$ cat src/flash_pin_pkg.sv
// Constants and types shared by the serial flash pin front end
package flash_pin_pkg;

  // Register byte offsets on the APB side
  localparam logic [7:0] CTRL_OFFSET     = 8'h00;
  localparam logic [7:0] STATUS_OFFSET   = 8'h04;
  localparam logic [7:0] TX_DATA_OFFSET  = 8'h08;
  localparam logic [7:0] RX_DATA_OFFSET  = 8'h0c;
  localparam logic [7:0] STATE_OFFSET    = 8'h10;

  // Control register fields
  localparam int CTRL_RESTART_DIS_BIT = 0;
  localparam int CTRL_PIN_FUNC_BIT    = 1;
  localparam int CTRL_LANE_LSB        = 2;
  localparam int CTRL_DRIVE_BIT       = 4;
  localparam logic [4:0] CTRL_RESET   = 5'h00;

  // Status bit fields
  localparam int STAT_PROT_LSB        = 2;
  localparam int STAT_FOUR_LANE_BIT   = 6;
  localparam int STAT_LOCK_BIT        = 7;
  localparam logic [7:0] STAT_RESET   = 8'h00;

  // State register fields
  localparam int ST_SELECTED_BIT = 0;
  localparam int ST_STANDBY_BIT  = 1;
  localparam int ST_PAUSED_BIT   = 2;
  localparam int ST_RESTART_BIT  = 3;
  localparam int ST_ARMED_BIT    = 4;
  localparam int ST_RX_VALID_BIT = 5;
  localparam int ST_GUARD_BIT    = 6;
  localparam int ST_COUNT_LSB    = 8;

  localparam logic [7:0] TX_RESET = 8'hff;

  // Synchroniser reset levels: every pin idles high except the serial clock
  localparam logic [6:0] PIN_SYNC_RESET = 7'h6f;

  // Lane width selections
  typedef enum logic [1:0] {
    LANE_SINGLE = 2'h0,
    LANE_DUAL   = 2'h1,
    LANE_QUAD   = 2'h2
  } lane_mode_type;

  // Pin levels after synchronisation
  typedef struct packed {
    logic       restart_n;
    logic       select_n;
    logic       sck;
    logic [3:0] lanes;
  } pin_in_type;

endpackage

$ cat src/serial_flash_pin_interface.sv
// Serial flash pin front end with APB register access
//
// Overview of operation
// - Select high: deselected, all outputs high impedance, standby asserted.
// - Select low: device selected, leaves standby, shifter accepts data.
// - Nothing accepted until select has fallen once after reset.
// - Input lanes ignored while select is high.
// - Single lane: serial_in sampled on rising serial clock edge.
// - Single lane: serial_out changes on falling serial clock edge.
// - Dual and quad lanes: sample on rising, drive from falling edges.
// - Quad mode uses write guard pin as lane 2, pause pin as lane 3.
// - Lock set and guard low blocks writes to lock, four-lane and range bits.
// - Lock clear leaves status bits writable at any guard level.
// - Four-lane enable disables the write guard function.
// - Four-lane enable disables pause and restart on the fourth pin.
// - Without dedicated restart, fourth pin is pause or restart by select bit.
// - Dedicated restart enabled: fourth pin pauses unless four-lane is enabled.
// - Dedicated restart disabled: fourth pin follows the function select bit.
// - Pause freezes shifting without losing state; resumes when released.
// - Pause while selected keeps serial_out high impedance.
// - Restart low holds restart state with outputs high impedance.
// - Control bit 0 enables or disables the dedicated restart pin.
// - Clock modes 0 and 3 both accepted, inputs on rising edges.
//
// The register addresses and the APB interface to the registers were chosen for this implementation.
`timescale 1ns/1ns
module serial_flash_pin_interface #(
  parameter int SYNC_STAGES = 2
) (
  input  wire logic        pclk,
  input  wire logic        presetn,
  input  wire logic        psel,
  input  wire logic        penable,
  input  wire logic        pwrite,
  input  wire logic [7:0]  paddr,
  input  wire logic [31:0] pwdata,
  output logic      [31:0] prdata,
  output logic             pready,
  output logic             pslverr,
  input  wire logic        device_select_n,
  input  wire logic        serial_clock,
  input  wire logic        hw_restart_n,
  input  wire logic [3:0]  data_lane_in,
  output logic      [3:0]  data_lane_out,
  output logic      [3:0]  data_lane_oe_n,
  output logic             standby
);

  logic [6:0]                      raw_pins;
  logic [6:0]                      sync_stage1_reg;
  logic [6:0]                      sync_stage2_reg;
  flash_pin_pkg::pin_in_type       pins;
  logic                            sck_prev_reg;
  logic                            select_prev_reg;
  logic                            armed_reg;
  logic [4:0]                      ctrl_reg;
  logic [7:0]                      status_reg;
  logic [7:0]                      tx_data_reg;
  logic [7:0]                      rx_data_reg;
  logic                            rx_valid_reg;
  logic [7:0]                      rx_shift_reg;
  logic [7:0]                      rx_shift_next;
  logic [7:0]                      tx_shift_reg;
  logic [2:0]                      bit_count_reg;
  logic [2:0]                      bit_count_next;
  logic                            rise_seen_reg;
  logic [31:0]                     prdata_reg;
  logic                            pslverr_reg;
  logic [3:0]                      lane_out_reg;
  logic [3:0]                      lane_oe_n_reg;
  logic                            standby_reg;
  flash_pin_pkg::lane_mode_type    lane_mode;
  logic [2:0]                      lane_width;
  logic                            four_lane;
  logic                            selected;
  logic                            restart_pin_en;
  logic                            fourth_is_pause;
  logic                            fourth_is_restart;
  logic                            paused;
  logic                            in_restart;
  logic                            guard_active;
  logic                            active;
  logic                            sck_rise;
  logic                            sck_fall;
  logic                            select_fall;
  logic                            apb_write;
  logic                            apb_read;
  logic                            addr_hit;
  logic                            byte_done;

  assign raw_pins = {hw_restart_n, device_select_n, serial_clock, data_lane_in};

  // Two flip-flop synchroniser per pin; only the second stage is read
  // Reset to each pin's idle level so no false clock edge follows reset
  genvar gi;
  generate
    for (gi = 0; gi < 7; gi++) begin : g_sync
      always_ff @(posedge pclk or negedge presetn) begin
        if (!presetn) begin
          sync_stage1_reg[gi] <= flash_pin_pkg::PIN_SYNC_RESET[gi];
          sync_stage2_reg[gi] <= flash_pin_pkg::PIN_SYNC_RESET[gi];
        end else begin
          sync_stage1_reg[gi] <= raw_pins[gi];
          sync_stage2_reg[gi] <= sync_stage1_reg[gi];
        end
      end
    end
  endgenerate

  assign pins = flash_pin_pkg::pin_in_type'(sync_stage2_reg);

  // Serial clock and select edge history
  always_ff @(posedge pclk or negedge presetn) begin
    if (!presetn) begin
      sck_prev_reg    <= 1'b0;
      select_prev_reg <= 1'b0;
    end else begin
      sck_prev_reg    <= pins.sck;
      select_prev_reg <= pins.select_n;
    end
  end

  // Either clock idle level works since only edges are used
  assign sck_rise    = pins.sck & ~sck_prev_reg;
  assign sck_fall    = ~pins.sck & sck_prev_reg;
  assign select_fall = select_prev_reg & ~pins.select_n;

  // Pin function decode for the fourth pin and write guard
  assign four_lane         = status_reg[flash_pin_pkg::STAT_FOUR_LANE_BIT];
  assign restart_pin_en    = ~ctrl_reg[flash_pin_pkg::CTRL_RESTART_DIS_BIT];
  assign fourth_is_restart = ~four_lane & ~restart_pin_en
                             & ctrl_reg[flash_pin_pkg::CTRL_PIN_FUNC_BIT];
  assign fourth_is_pause   = ~four_lane & ~fourth_is_restart;
  assign selected          = ~pins.select_n;
  assign in_restart        = (restart_pin_en & ~pins.restart_n)
                             | (fourth_is_restart & ~pins.lanes[3]);
  assign paused            = fourth_is_pause & ~pins.lanes[3] & selected;
  assign guard_active      = status_reg[flash_pin_pkg::STAT_LOCK_BIT]
                             & ~four_lane & ~pins.lanes[2];
  assign active            = selected & armed_reg & ~paused & ~in_restart;

  // Lane width; quad only with four-lane enabled
  always_comb begin
    lane_mode = flash_pin_pkg::lane_mode_type'(ctrl_reg[flash_pin_pkg::CTRL_LANE_LSB +: 2]);
    case (lane_mode)
      flash_pin_pkg::LANE_DUAL: lane_width = 3'h2;
      flash_pin_pkg::LANE_QUAD: lane_width = four_lane ? 3'h4 : 3'h1;
      default:                  lane_width = 3'h1;
    endcase
  end

  // Input shifter step for one rising edge
  always_comb begin
    case (lane_width)
      3'h2:    rx_shift_next = {rx_shift_reg[5:0], pins.lanes[1:0]};
      3'h4:    rx_shift_next = {rx_shift_reg[3:0], pins.lanes};
      default: rx_shift_next = {rx_shift_reg[6:0], pins.lanes[0]};
    endcase
    bit_count_next = bit_count_reg + lane_width;
  end

  assign byte_done = active & sck_rise & (bit_count_next == 3'h0);

  // First select fall after reset arms the shifter
  always_ff @(posedge pclk or negedge presetn) begin
    if (!presetn) begin
      armed_reg <= 1'b0;
    end else if (select_fall) begin
      armed_reg <= 1'b1;
    end
  end

  // Receive shifter and bit counter
  always_ff @(posedge pclk or negedge presetn) begin
    if (!presetn) begin
      rx_shift_reg  <= 8'h00;
      bit_count_reg <= 3'h0;
      rise_seen_reg <= 1'b0;
    end else if (!selected || in_restart) begin
      rx_shift_reg  <= 8'h00;
      bit_count_reg <= 3'h0;
      rise_seen_reg <= 1'b0;
    end else if (active && sck_rise) begin
      rx_shift_reg  <= rx_shift_next;
      bit_count_reg <= bit_count_next;
      rise_seen_reg <= 1'b1;
    end
  end

  // Completed byte capture and flag; new byte wins over a clear
  always_ff @(posedge pclk or negedge presetn) begin
    if (!presetn) begin
      rx_data_reg  <= 8'h00;
      rx_valid_reg <= 1'b0;
    end else if (byte_done) begin
      rx_data_reg  <= rx_shift_next;
      rx_valid_reg <= 1'b1;
    end else if (apb_write && paddr == flash_pin_pkg::STATE_OFFSET
                 && pwdata[flash_pin_pkg::ST_RX_VALID_BIT]) begin
      rx_valid_reg <= 1'b0;
    end
  end

  // Transmit shifter moves only on falling edges after a rising one
  always_ff @(posedge pclk or negedge presetn) begin
    if (!presetn) begin
      tx_shift_reg <= flash_pin_pkg::TX_RESET;
    end else if (select_fall) begin
      tx_shift_reg <= tx_data_reg;
    end else if (active && sck_fall && rise_seen_reg) begin
      if (bit_count_reg == 3'h0) begin
        tx_shift_reg <= tx_data_reg;
      end else begin
        tx_shift_reg <= tx_shift_reg << lane_width;
      end
    end
  end

  // Pin drivers; enable low means driving
  always_ff @(posedge pclk or negedge presetn) begin
    if (!presetn) begin
      lane_out_reg  <= 4'h0;
      lane_oe_n_reg <= 4'hf;
      standby_reg   <= 1'b1;
    end else begin
      standby_reg   <= pins.select_n;
      lane_out_reg  <= 4'h0;
      lane_oe_n_reg <= 4'hf;
      if (active) begin
        case (lane_width)
          3'h2: begin
            lane_out_reg[1:0] <= tx_shift_reg[7:6];
            lane_oe_n_reg     <= ctrl_reg[flash_pin_pkg::CTRL_DRIVE_BIT] ? 4'hc : 4'hf;
          end
          3'h4: begin
            lane_out_reg  <= tx_shift_reg[7:4];
            lane_oe_n_reg <= ctrl_reg[flash_pin_pkg::CTRL_DRIVE_BIT] ? 4'h0 : 4'hf;
          end
          default: begin
            lane_out_reg[1]  <= tx_shift_reg[7];
            lane_oe_n_reg[1] <= 1'b0;
          end
        endcase
      end
    end
  end

  assign data_lane_out  = lane_out_reg;
  assign data_lane_oe_n = lane_oe_n_reg;
  assign standby        = standby_reg;

  // APB decode; every access completes with no wait state
  assign apb_write = psel & penable & pwrite;
  assign apb_read  = psel & penable & ~pwrite;
  always_comb begin
    case (paddr)
      flash_pin_pkg::CTRL_OFFSET,
      flash_pin_pkg::STATUS_OFFSET,
      flash_pin_pkg::TX_DATA_OFFSET,
      flash_pin_pkg::RX_DATA_OFFSET,
      flash_pin_pkg::STATE_OFFSET: addr_hit = 1'b1;
      default:                     addr_hit = 1'b0;
    endcase
  end

  // Control and transmit data registers
  always_ff @(posedge pclk or negedge presetn) begin
    if (!presetn) begin
      ctrl_reg    <= flash_pin_pkg::CTRL_RESET;
      tx_data_reg <= flash_pin_pkg::TX_RESET;
    end else if (apb_write) begin
      if (paddr == flash_pin_pkg::CTRL_OFFSET) begin
        ctrl_reg <= pwdata[4:0];
      end
      if (paddr == flash_pin_pkg::TX_DATA_OFFSET) begin
        tx_data_reg <= pwdata[7:0];
      end
    end
  end

  // Status bits, write blocked while the guard is active
  always_ff @(posedge pclk or negedge presetn) begin
    if (!presetn) begin
      status_reg <= flash_pin_pkg::STAT_RESET;
    end else if (apb_write && paddr == flash_pin_pkg::STATUS_OFFSET && !guard_active) begin
      status_reg <= {pwdata[7:2], 2'b00};
    end
  end

  // Read data and error answer, registered in the setup phase
  always_ff @(posedge pclk or negedge presetn) begin
    if (!presetn) begin
      prdata_reg  <= 32'h0000_0000;
      pslverr_reg <= 1'b0;
    end else begin
      prdata_reg  <= 32'h0000_0000;
      pslverr_reg <= 1'b0;
      if (psel && !penable) begin
        pslverr_reg <= ~addr_hit;
        case (paddr)
          flash_pin_pkg::CTRL_OFFSET:    prdata_reg[4:0] <= ctrl_reg;
          flash_pin_pkg::STATUS_OFFSET:  prdata_reg[7:0] <= status_reg;
          flash_pin_pkg::TX_DATA_OFFSET: prdata_reg[7:0] <= tx_data_reg;
          flash_pin_pkg::RX_DATA_OFFSET: prdata_reg[7:0] <= rx_data_reg;
          flash_pin_pkg::STATE_OFFSET: begin
            prdata_reg[flash_pin_pkg::ST_SELECTED_BIT] <= selected;
            prdata_reg[flash_pin_pkg::ST_STANDBY_BIT]  <= standby_reg;
            prdata_reg[flash_pin_pkg::ST_PAUSED_BIT]   <= paused;
            prdata_reg[flash_pin_pkg::ST_RESTART_BIT]  <= in_restart;
            prdata_reg[flash_pin_pkg::ST_ARMED_BIT]    <= armed_reg;
            prdata_reg[flash_pin_pkg::ST_RX_VALID_BIT] <= rx_valid_reg;
            prdata_reg[flash_pin_pkg::ST_GUARD_BIT]    <= guard_active;
            prdata_reg[flash_pin_pkg::ST_COUNT_LSB +: 3] <= bit_count_reg;
          end
          default: prdata_reg <= 32'h0000_0000;
        endcase
      end
    end
  end

  assign prdata  = apb_read ? prdata_reg : 32'h0000_0000;
  assign pslverr = psel & penable & pslverr_reg;
  assign pready  = 1'b1;

endmodule // serial_flash_pin_interface

$ cat config.mk
export PLATFORM = sky130hd
export DESIGN_NAME = serial_flash_pin_interface
export DESIGN_NICKNAME = d
export VERILOG_FILES = /design/src/flash_pin_pkg.sv /design/src/serial_flash_pin_interface.sv
export SDC_FILE = /design/constraint.sdc
export NUM_CORES = 1
export LEC_CHECK = 0
export BUFFER_PORTS_ARGS = -buffer_cell sky130_fd_sc_hd__buf_2
export CELL_PAD_IN_SITES_DETAIL_PLACEMENT = 2
export CELL_PAD_IN_SITES_GLOBAL_PLACEMENT = 2
export CORE_ASPECT_RATIO = 0.8
export CORE_UTILIZATION = 30
export CTS_BUF_LIST = sky130_fd_sc_hd__clkbuf_4 sky130_fd_sc_hd__clkbuf_8
export DETAILED_ROUTE_END_ITERATION = 16
export PLACE_DENSITY_LB_ADDON = 0.1
export SLEW_MARGIN = 0
export SYNTH_ARGS = -nofsm -noshare
export SYNTH_HDL_FRONTEND = slang
export SYNTH_SLANG_ARGS = --single-unit
$ cat constraint.sdc
create_clock -name pclk -period 4.1 [get_ports pclk]
set_input_delay 0.205 -clock pclk [delete_from_list [all_inputs] [get_ports pclk]]
set_output_delay 0.205 -clock pclk [all_outputs]
set_load 0.01 [all_outputs]
# Word level (Yosys, flattened, before mapping)
# Index checks and enable logic that the tools add are counted.
# classes
add_sub_neg,1
n_mul,0
div,0
n_lt_le_gt_ge,0
n_eq_ne,8
shift,1
mux,32
bitwise,35
reduce_logical,20
# ops
op,n
$mux 32,1
$pmux 5 s5,1
$mux 8,3
$and 1x1->1,21
$eq 8x4->1 const B,2
$pmux 8 s2,1
$mux 7,2
$not 1->1,13
$mux 3,4
$mux 4,3
$mux 11,1
$eq 8x3->1 const B,1
$eq 8x5->1 const B,1
$logic_and 1x1->1,8
$logic_not 8->1,1
$pmux 2 s4,1
$shl 8x3->8,1
$mux 1,7
$logic_not 3->1,2
$pmux 1 s2,3
$pmux 3 s2,1
$reduce_bool 2->1,3
$reduce_or 5->1,1
$mux 2,2
other kinds (11),13
# word_totals
reg_bits,106
latchBits,0
mem_bits_rw,0
mem_bits_ro,0
in_bits,52
output_inout_bits,43
wordCells,128
n_memories,0

# Logic depth before layout (Yosys ltp)
# Gate-level depths: netlist (run 1).
# logic_depth
ltp_word,14
mapped_depth,9
mapped_depth_nobuf,9

# Worst setup path before layout (run 1)
# Ideal clock, no wire load.
# synth_timing
path_kind,flip-flop to flip-flop
startpoint,register ctrl_reg[2]
endpoint,register rx_data_reg[0]
setup_ns,0.125
arrival_ns,2.390
required_ns,3.975
slack_ns,1.585
stages_incl_launch_ff,10
path_buffers,1
synth_period_minus_slack_ns,2.515
path_cell_list,dfrtp_1 and3b_1 buf_2 nor2_2 ha_1 fa_1 xnor2_1 xnor2_1 nand3_4 mux2_4
# synth_between
elab_chain_cells,5
word_cells_on_any_way,6
classes_between,add/sub: 1; eq/ne: 2; mux: 1; bitwise: 1; reduce/logical: 1
# synth_lines
item,line_no,rtl
"start, declared",serial_flash_pin_interface.sv:56,logic [4:0] ctrl_reg;
"start signal, assigned",serial_flash_pin_interface.sv:269,ctrl_reg <= flash_pin_pkg::CTRL_RESET;
"start signal, assigned",serial_flash_pin_interface.sv:273,ctrl_reg <= pwdata[4:0];
$eq 2x2->1 / $eq 2x1->1 (equally long branches),serial_flash_pin_interface.sv:145,case (lane_mode)
$pmux 3 s2 (*),serial_flash_pin_interface.sv:145,
$add 3x3->3 (*),serial_flash_pin_interface.sv:159,bit_count_next = bit_count_reg + lane_width;
$logic_not 3->1 (*),serial_flash_pin_interface.sv:162,assign byte_done = active & sck_rise & (bit_count_next == 3'h0);
$and 1x1->1 (*),serial_flash_pin_interface.sv:162,
"end signal, assigned",serial_flash_pin_interface.sv:196,rx_data_reg <= rx_shift_next;
"end, declared",serial_flash_pin_interface.sv:59,logic [7:0] rx_data_reg;
# Mark *: on every way between the ends. The rest lies on a longest branch, timed or not.
# A chain may end at the register's enable or synchronous reset.

# Worst setup path after layout (run 1)
# Same ends and word-level chain as after synthesis.

==> qor.txt, run 1 <==
====================================================================================================
Number of flops mapped to enable cells by yosys .......................................            0
Highest Signal Layer ..................................................................         met4
Row count .............................................................................           37
Setup repair after global routing missed its margin ...................................        false
Met1 routed wirelength after detailed routing .........................................     5.400 mm
Synthesized flop and latch total ......................................................           84
Final worst clock skew ................................................................     8.692 ps
Iter 0 DRT Violations .................................................................           87
Clock tree root driver cell ...........................................................     clkbuf_8
Final min period ......................................................................      2815 ps
Least-Margin Pin Slew .................................................................      1121 ps
Area of the core region ...............................................................   13,150 um2
WL/cell ...............................................................................     18.87 um
Reg2reg setup slack ...................................................................      1280 ps
Number of I/O pins ....................................................................           95
Delay of the slowest critical-path stage ..............................................       500 ps
Final slew viol count .................................................................            0
DIE WIDTH .............................................................................     133.0 um
Post-CTS repair timing setup buffer count .............................................            0
Routed wl met2 ........................................................................     5.034 mm
Critical register-to-register path endpoint ........................................... rx_data_reg[0]
Arrival time of data at the critical path endpoint ....................................      3060 ps
Hold Path Stages ......................................................................            2
Maximum clock frequency ...............................................................   0.3552 GHz
Die Area ..............................................................................   14,210 um2
Number of cell instances on the worst register-to-register path .......................            9
Max Cap Viol ..........................................................................            0
RD Place Congestion ...................................................................       0.7904
Starting density of the core ..........................................................       0.3134
Top cell type by total area after synthesis ...........................................      dfrtp_1
Worst-path cell chain ................................................................. and3b_1 > buf_4 > nor2_2 > ha_1 > fa_1 > xnor2_1 > xnor2_1 > nand3_4 > mux2_4
Via count .............................................................................        2,865
Share of final-layout standard cells stronger than drive strength 1 ...................       0.3527
Nature of the critical path endpoint ..................................................    flip-flop
Proportion of register bits with asynchronous set or reset after synthesis ............        1.000
Top post-synthesis cells by count ..................................................... dfrtp_1, dfstp_2, mux2_2
Latest clock arrival within the worst-skew pair .......................................       360 ps
First-pass GRT wire length ............................................................     18.09 mm
WHS Endpoint .......................................................................... tx_data_reg[0]
Areal power density over the cells .................................................... 369.7 nW/um2
Maximum clock insertion buffer count ..................................................            2
Post-detailed-route via-to-cell ratio .................................................        4.864
Worst supply voltage drop on vdd ......................................................  0.0001571 V
Worst R2R Start .......................................................................  ctrl_reg[2]
Leakage power .........................................................................     2.170 nW
Clock-pin slew reported for the worst setup and hold paths after clock tree synthesis .        90 ps
Mapped Avg Cell Area ..................................................................    11.74 um2
Clock tree from TritonCTS .............................................................         done
HP Start ..............................................................................    pwdata[0]
Crit-path slowest cell ................................................................      dfrtp_1
Worst-path fanout max .................................................................           18
Startpoint class of the critical path .................................................    flip-flop
Class of the tightest hold or removal check ........................................... primary input to flip-flop
Setup CP Type ......................................................................... flip-flop to flip-flop
Detailed placement HPWL ...............................................................     8.352 mm
Final setup violating endpoints .......................................................            0
Overflow after GRT ....................................................................            0
Library cell with the highest instance count after synthesis ..........................      dfrtp_1
Final Cycle Share .....................................................................       0.6866
Number of different library cells in the post-synthesis netlist .......................           56
Headroom to the max-slew limit ........................................................       0.2471
Post-synth top flop ...................................................................      dfrtp_1
Largest net degree at the start of global routing .....................................           60
Count of buffers inserted at the top-level ports ......................................           48
Result of the run ..................................................................... complete, no violations
Die outline height ....................................................................     106.8 um
Initial antenna violation count .......................................................            0
Count of unresolved DRC violations after routing ......................................            0
Warnings from Yosys ...................................................................            0
Gate count after technology mapping ...................................................          351
Portion of synthesized cell area occupied by the leading cell type ....................       0.3158
Sequential-to-total area share from yosys stat ........................................       0.5199
Number of buffers added by the clock tree synthesis step ..............................            9
Most area-consuming cells after synthesis ............................................. dfrtp_1, dfstp_2, mux2_2
Post-route core utilization ...........................................................       0.3666
Area overhead of the layout relative to synthesis .....................................       16.98%
N_diodes ..............................................................................            0
Number of global-route vias before repair .............................................        3,176
DRT Wirelength ........................................................................     11.11 mm
Total met3 wirelength after detailed routing ..........................................       470 um
Total number of clock tree sinks ......................................................           84
Tot GR Track Use ......................................................................       0.1694
Number of flip-flops under the largest register name ..................................           11
Final Hold Slack ......................................................................     105.6 ps
Critical path's most frequent cell ....................................................      xnor2_1
Final ANT Viol Nets ...................................................................            0
CTS H-tree lvls .......................................................................            3
Final hold viol count .................................................................            0
WP data required ......................................................................      4350 ps
Total standard cell area after synthesis ..............................................     4120 um2
Total Nets Final ......................................................................          463
Detailed-router iteration count before antenna repair .................................            4
Final total negative setup slack ......................................................         0 ps
====================================================================================================
[worst max path at each step]
stage,end,startpoint,cells after the start
after floorplan,rx_data_reg[0],ctrl_reg[2],9
after global placement,rx_data_reg[0],ctrl_reg[2],9
after detailed placement,rx_data_reg[0],ctrl_reg[2],9
after CTS,rx_data_reg[0],ctrl_reg[2],9
after global routing,rx_data_reg[0],ctrl_reg[2],9
final,rx_data_reg[0],ctrl_reg[2],9
[layer usage]
metal  vias to the layer above  GRT usage
li1                       1336          -
met1                      1455     0.2321
met2                        58     0.2659
met3                        16    0.03593
met4                         0    0.05501
met5                         -          0
[placed cells by master, fill, tap and decap left out, drive strengths merged, types with 4 or more instances in the layout]
| master | instances |
|---|---|
| nand3 | 10 |
| a21oi | 13 |
| o31ai | 5 |
| o2bb2ai | 7 |
| bufinv | 4 |
| conb | 22 |
| nor2 | 19 |
| o21ai | 12 |
| mux2i | 16 |
| nor3 | 5 |
| and3 | 6 |
| nand2 | 16 |
| clkbuf | 10 |
| nand2b | 5 |
| a22o | 9 |
| dfstp | 32 |
| dfrtp | 52 |
| mux2 | 28 |
| dlygate4sd3 | 8 |
| buf | 52 |
| nor2b | 6 |
| and2 | 17 |
| inv | 11 |
| nand3b | 5 |
[report_power, final]
| group | switching (W) | total, W | internal [W] |
|---|---|---|---|
| Clock | 0.000317 | 0.000801 | 0.000484 |
| Sequential | 0.0000126 | 0.000865 | 0.000852 |
| Combinational | 0.0000770 | 0.000116 | 0.0000387 |
| Total | 0.000406 | 0.00178 | 0.00138 |
[worst max-delay path: cells and delay by family (launching register included)]
kind / cells / cell delay [ps]
buffers and inverters: 1 / 240
flip-flops: 1 / 500
multiplexers: 1 / 360
XOR/XNOR: 2 / 460
adder cells (fa/ha/maj): 2 / 580
AND/OR/NAND/NOR: 3 / 560
[per-stage QoR]
| stage | total power, W | cell area (um2) | setup slack, ps | std cells |
|---|---|---|---|---|
| 3_5_place_dp | 0.0009923 | 4468 | 1273 | 565 |
| 4_1_cts | 0.001814 | 4820 | 1271 | 589 |
| 2_1_floorplan | 0.0009475 | 4195 | 1585 | 371 |
| 6_report | 0.001782 | 4820 | 1285 | 589 |
| 3_3_place_gp | 0.0009890 | 4468 | 1346 | 565 |
| 5_1_grt | 0.001852 | 4820 | 1146 | 589 |
[cell type report]
| class | instances | area, um2 |
|---|---|---|
| clock buffers | 10 | 137.6 |
| clock inverters | 6 | 133.9 |
| fillers | 1437 | 8328 |
| inverters | 10 | 37.54 |
| multi-input cells | 244 | 1797 |
| flip-flops and latches | 84 | 2142 |
| well taps | 175 | 219.0 |
| repair buffers | 60 | 352.8 |
[repair_timing]
item	4_1_cts	5_1_grt
hold buffers	8	0
gates resized for setup	0	0
hold endpoints to repair	43	0
[cell families after synthesis]
group	synth area share
simple gates	0.1622
fa+ha+maj	0.007895
buf+inv	0.06225
compound gates	0.1254
flops	0.5199
other cells	0.001823
xor+xnor	0.004252
mux	0.1163
Power figures use the tool's default switching activity.
==> run 2, diff against run 1 <==
==> constraint.sdc (replaced) <==
create_clock -name pclk -period 2.9 [get_ports pclk]
set_input_delay 0.145 -clock pclk [delete_from_list [all_inputs] [get_ports pclk]]
set_output_delay 0.145 -clock pclk [all_outputs]
set_load 0.01 [all_outputs]
==> run 2 against run 1 <==
Against the previous run: clock skew rose by 4.9 ps; critical endpoint is now rx_data_reg[7]; sequential cell count did not move; critical path type unchanged; fmax rose by 7.3%; worst hold slack got worse by 84 ps.
==> qor.txt, run 2 (synthesis results as in run 1) <==
====================================================================================================
Largest net degree at the start of global routing .....................................           77   was 60
Hold buffer count at cts ..............................................................            9   was 8
Initial antenna violation count .......................................................            0   unchanged
Number of global-route vias before repair .............................................        3,164   was 3,176
Crit-path slowest cell ................................................................      dfrtp_1   unchanged
Number of buffers added by the clock tree synthesis step ..............................            9   unchanged
Worst-path cell chain ................................................................. nand2b_2 > inv_1 > nor2_2 > ha_1 > fa_1 > xnor2_1 > xnor2_1 > nand3_4 > buf_4 > mux2i_1   was and3b_1 > buf_4 > nor2_2 > ha_1 > fa_1 > xnor2_1 > xnor2_1 > nand3_4 > mux2_4
Areal power density over the cells .................................................... 478.0 nW/um2   was 369.7 nW/um2
RD Place Congestion ...................................................................       0.8021   was 0.7904
Number of placed cells counting well taps .............................................          568   was 565
Commonest non-fill, non-tap cell in the layout ........................................      dfrtp_1   unchanged
Bufs and invs on worst path ...........................................................            2   was 1
CTS H-tree lvls .......................................................................            3   unchanged
Overall power of the completed layout .................................................   0.002290 W   was 0.001782 W
Critical path's most frequent cell ....................................................      xnor2_1   unchanged
Final ANT Viol Nets ...................................................................            0   unchanged
Cells resized by post-CTS repair ......................................................            0   unchanged
Max Cap Viol ..........................................................................            0   unchanged
Via count .............................................................................        2,888   was 2,865
Detailed-router iteration count before antenna repair .................................            4   unchanged
Maximum clock insertion buffer count ..................................................            2   unchanged
N_diodes ..............................................................................            0   unchanged
Share of final-layout standard cells stronger than drive strength 1 ...................       0.3549   was 0.3527
Final total negative setup slack ......................................................         0 ps   unchanged
Final hold viol count .................................................................            0   unchanged
Overflow after GRT ....................................................................            0   unchanged
DRT Wirelength ........................................................................     11.28 mm   was 11.11 mm
Least-Margin Pin Slew .................................................................     979.7 ps   was 1121 ps
Worst-path fanout max .................................................................            8   was 18
Total number of clock tree sinks ......................................................           84   unchanged
Arrival time of data at the critical path endpoint ....................................      2870 ps   was 3060 ps
Final setup violating endpoints .......................................................            0   unchanged
Post-detailed-route via-to-cell ratio .................................................        4.878   was 4.864
Area of the core region ...............................................................   13,150 um2   unchanged
Final worst clock skew ................................................................     13.64 ps   was 8.692 ps
Worst supply voltage drop on vdd ......................................................  0.0002596 V   was 0.0001571 V
Row count .............................................................................           37   unchanged
Clock-pin slew reported for the worst setup and hold paths after clock tree synthesis .        90 ps   about the same
Hold Path Stages ......................................................................            2   unchanged
Nature of the critical path endpoint ..................................................    flip-flop   unchanged
Class of the tightest hold or removal check ........................................... primary input to flip-flop   unchanged
Die outline height ....................................................................     106.8 um   unchanged
Result of the run ..................................................................... complete, no violations   unchanged
Final min period ......................................................................      2624 ps   was 2815 ps
Headroom to the max-slew limit ........................................................       0.3468   was 0.2471
Clock tree from TritonCTS .............................................................         done   unchanged
Number of I/O pins ....................................................................           95   unchanged
Latest clock arrival within the worst-skew pair .......................................       380 ps   was 360 ps
Detailed placement HPWL ...............................................................     8.384 mm   was 8.352 mm
DIE WIDTH .............................................................................     133.0 um   unchanged
Setup CP Type ......................................................................... flip-flop to flip-flop   unchanged
WL/cell ...............................................................................     19.06 um   was 18.87 um
Number of fillers in the final layout .................................................        1,407   was 1,437
Iter 0 DRT Violations .................................................................          105   was 87
Kind of cell with the highest combined delay on the critical path .....................  adder cells   unchanged
Number of cell instances on the worst register-to-register path .......................           10   was 9
First-pass GRT wire length ............................................................     18.62 mm   was 18.09 mm
Final slew viol count .................................................................            0   unchanged
Startpoint class of the critical path .................................................    flip-flop   unchanged
Area overhead of the layout relative to synthesis .....................................       16.28%   was 16.98%
Clock tree root driver cell ...........................................................     clkbuf_8   unchanged
Maximum clock frequency ...............................................................   0.3810 GHz   was 0.3552 GHz
Leakage power .........................................................................     2.160 nW   was 2.170 nW
Setup repair after global routing missed its margin ...................................        false   unchanged
CP Depth ..............................................................................           10   was 9
WP data required ......................................................................      3150 ps   was 4350 ps
Total Nets Final ......................................................................          467   was 463
Delay of the slowest critical-path stage ..............................................       480 ps   was 500 ps
Count of buffers inserted at the top-level ports ......................................           48   unchanged
Number of flip-flops under the largest register name ..................................           11   unchanged
Starting density of the core ..........................................................       0.3134   unchanged
Most frequent cells in the layout ..................................................... dfrtp_1, buf_2, dfstp_2, mux2_2, conb_1   unchanged
Post-layout instance count excluding filler cells .....................................          592   was 589
Final Cycle Share .....................................................................       0.9050   was 0.6866
Tot GR Track Use ......................................................................       0.1765   was 0.1694
Post-CTS repair timing setup buffer count .............................................            0   unchanged
Die Area ..............................................................................   14,210 um2   unchanged
Count of unresolved DRC violations after routing ......................................            0   unchanged
====================================================================================================
==> run 2: cell types whose count changed in the layout (fill, tap and decap cells not counted), sizes merged <==
cell / change
clkbuf: +4
buf: +3
clkinv: -1
dlygate4sd3: +1
inv: -1
bufinv: -3
==> run 2: worst paths after layout <==
kind	slack, ps	end	startpoint
max	280	rx_data_reg[7]	ctrl_reg[3]
min	20	tx_data_reg[7]	pwdata[7]
max reg2reg	280	rx_data_reg[7]	ctrl_reg[3]
min reg2reg	350	pins[4]	sync_stage1_reg[4]
max in group asynchronous	1600	pins[0]	presetn
min in group asynchronous	470	rx_shift_reg[4]	presetn
==> run 2: layer usage <==
layer,track usage,wire length (um),vias up
li1,-,-,1345
met1,0.2406,5502,1481
met2,0.2723,5220,50
met3,0.04870,398,12
met4,0.05172,162,0
met5,0,0,-
==> run 2: cell type report <==
type | instances | area, um2 | area share
timing repair buffer | 64 | 385.4 | 0.08044
tap | 175 | 219.0 | 0.04570
sequential | 84 | 2142 | 0.4471
multi-input combinational | 244 | 1797 | 0.3750
clock inverter | 1 | 30.03 | 0.006268
inverter | 10 | 37.54 | 0.007835
clock buffer | 14 | 180.2 | 0.03761
==> run 2: power by group <==
| part | internal [W] | switching, W | total, W |
|---|---|---|---|
| Sequential | 0.00120 | 0.0000181 | 0.00122 |
| Clock | 0.000484 | 0.000418 | 0.000902 |
| Combinational | 0.0000562 | 0.000109 | 0.000165 |
| Total | 0.00175 | 0.000545 | 0.00229 |
==> run 2: per-stage QoR <==
step | utilization | hold slack, ps | setup WS, ps | area, um2
2_1_floorplan | - | -150.6 | 384.8 | 4195
3_3_place_gp | 0.3415 | 249.6 | 379.8 | 4491
3_5_place_dp | 0.3415 | 251.7 | 256.2 | 4491
4_1_cts | 0.3644 | 1.960 | 242.0 | 4791
5_1_grt | 0.3644 | 3.142 | 117.0 | 4791
6_report | 0.3644 | 21.49 | 275.5 | 4791
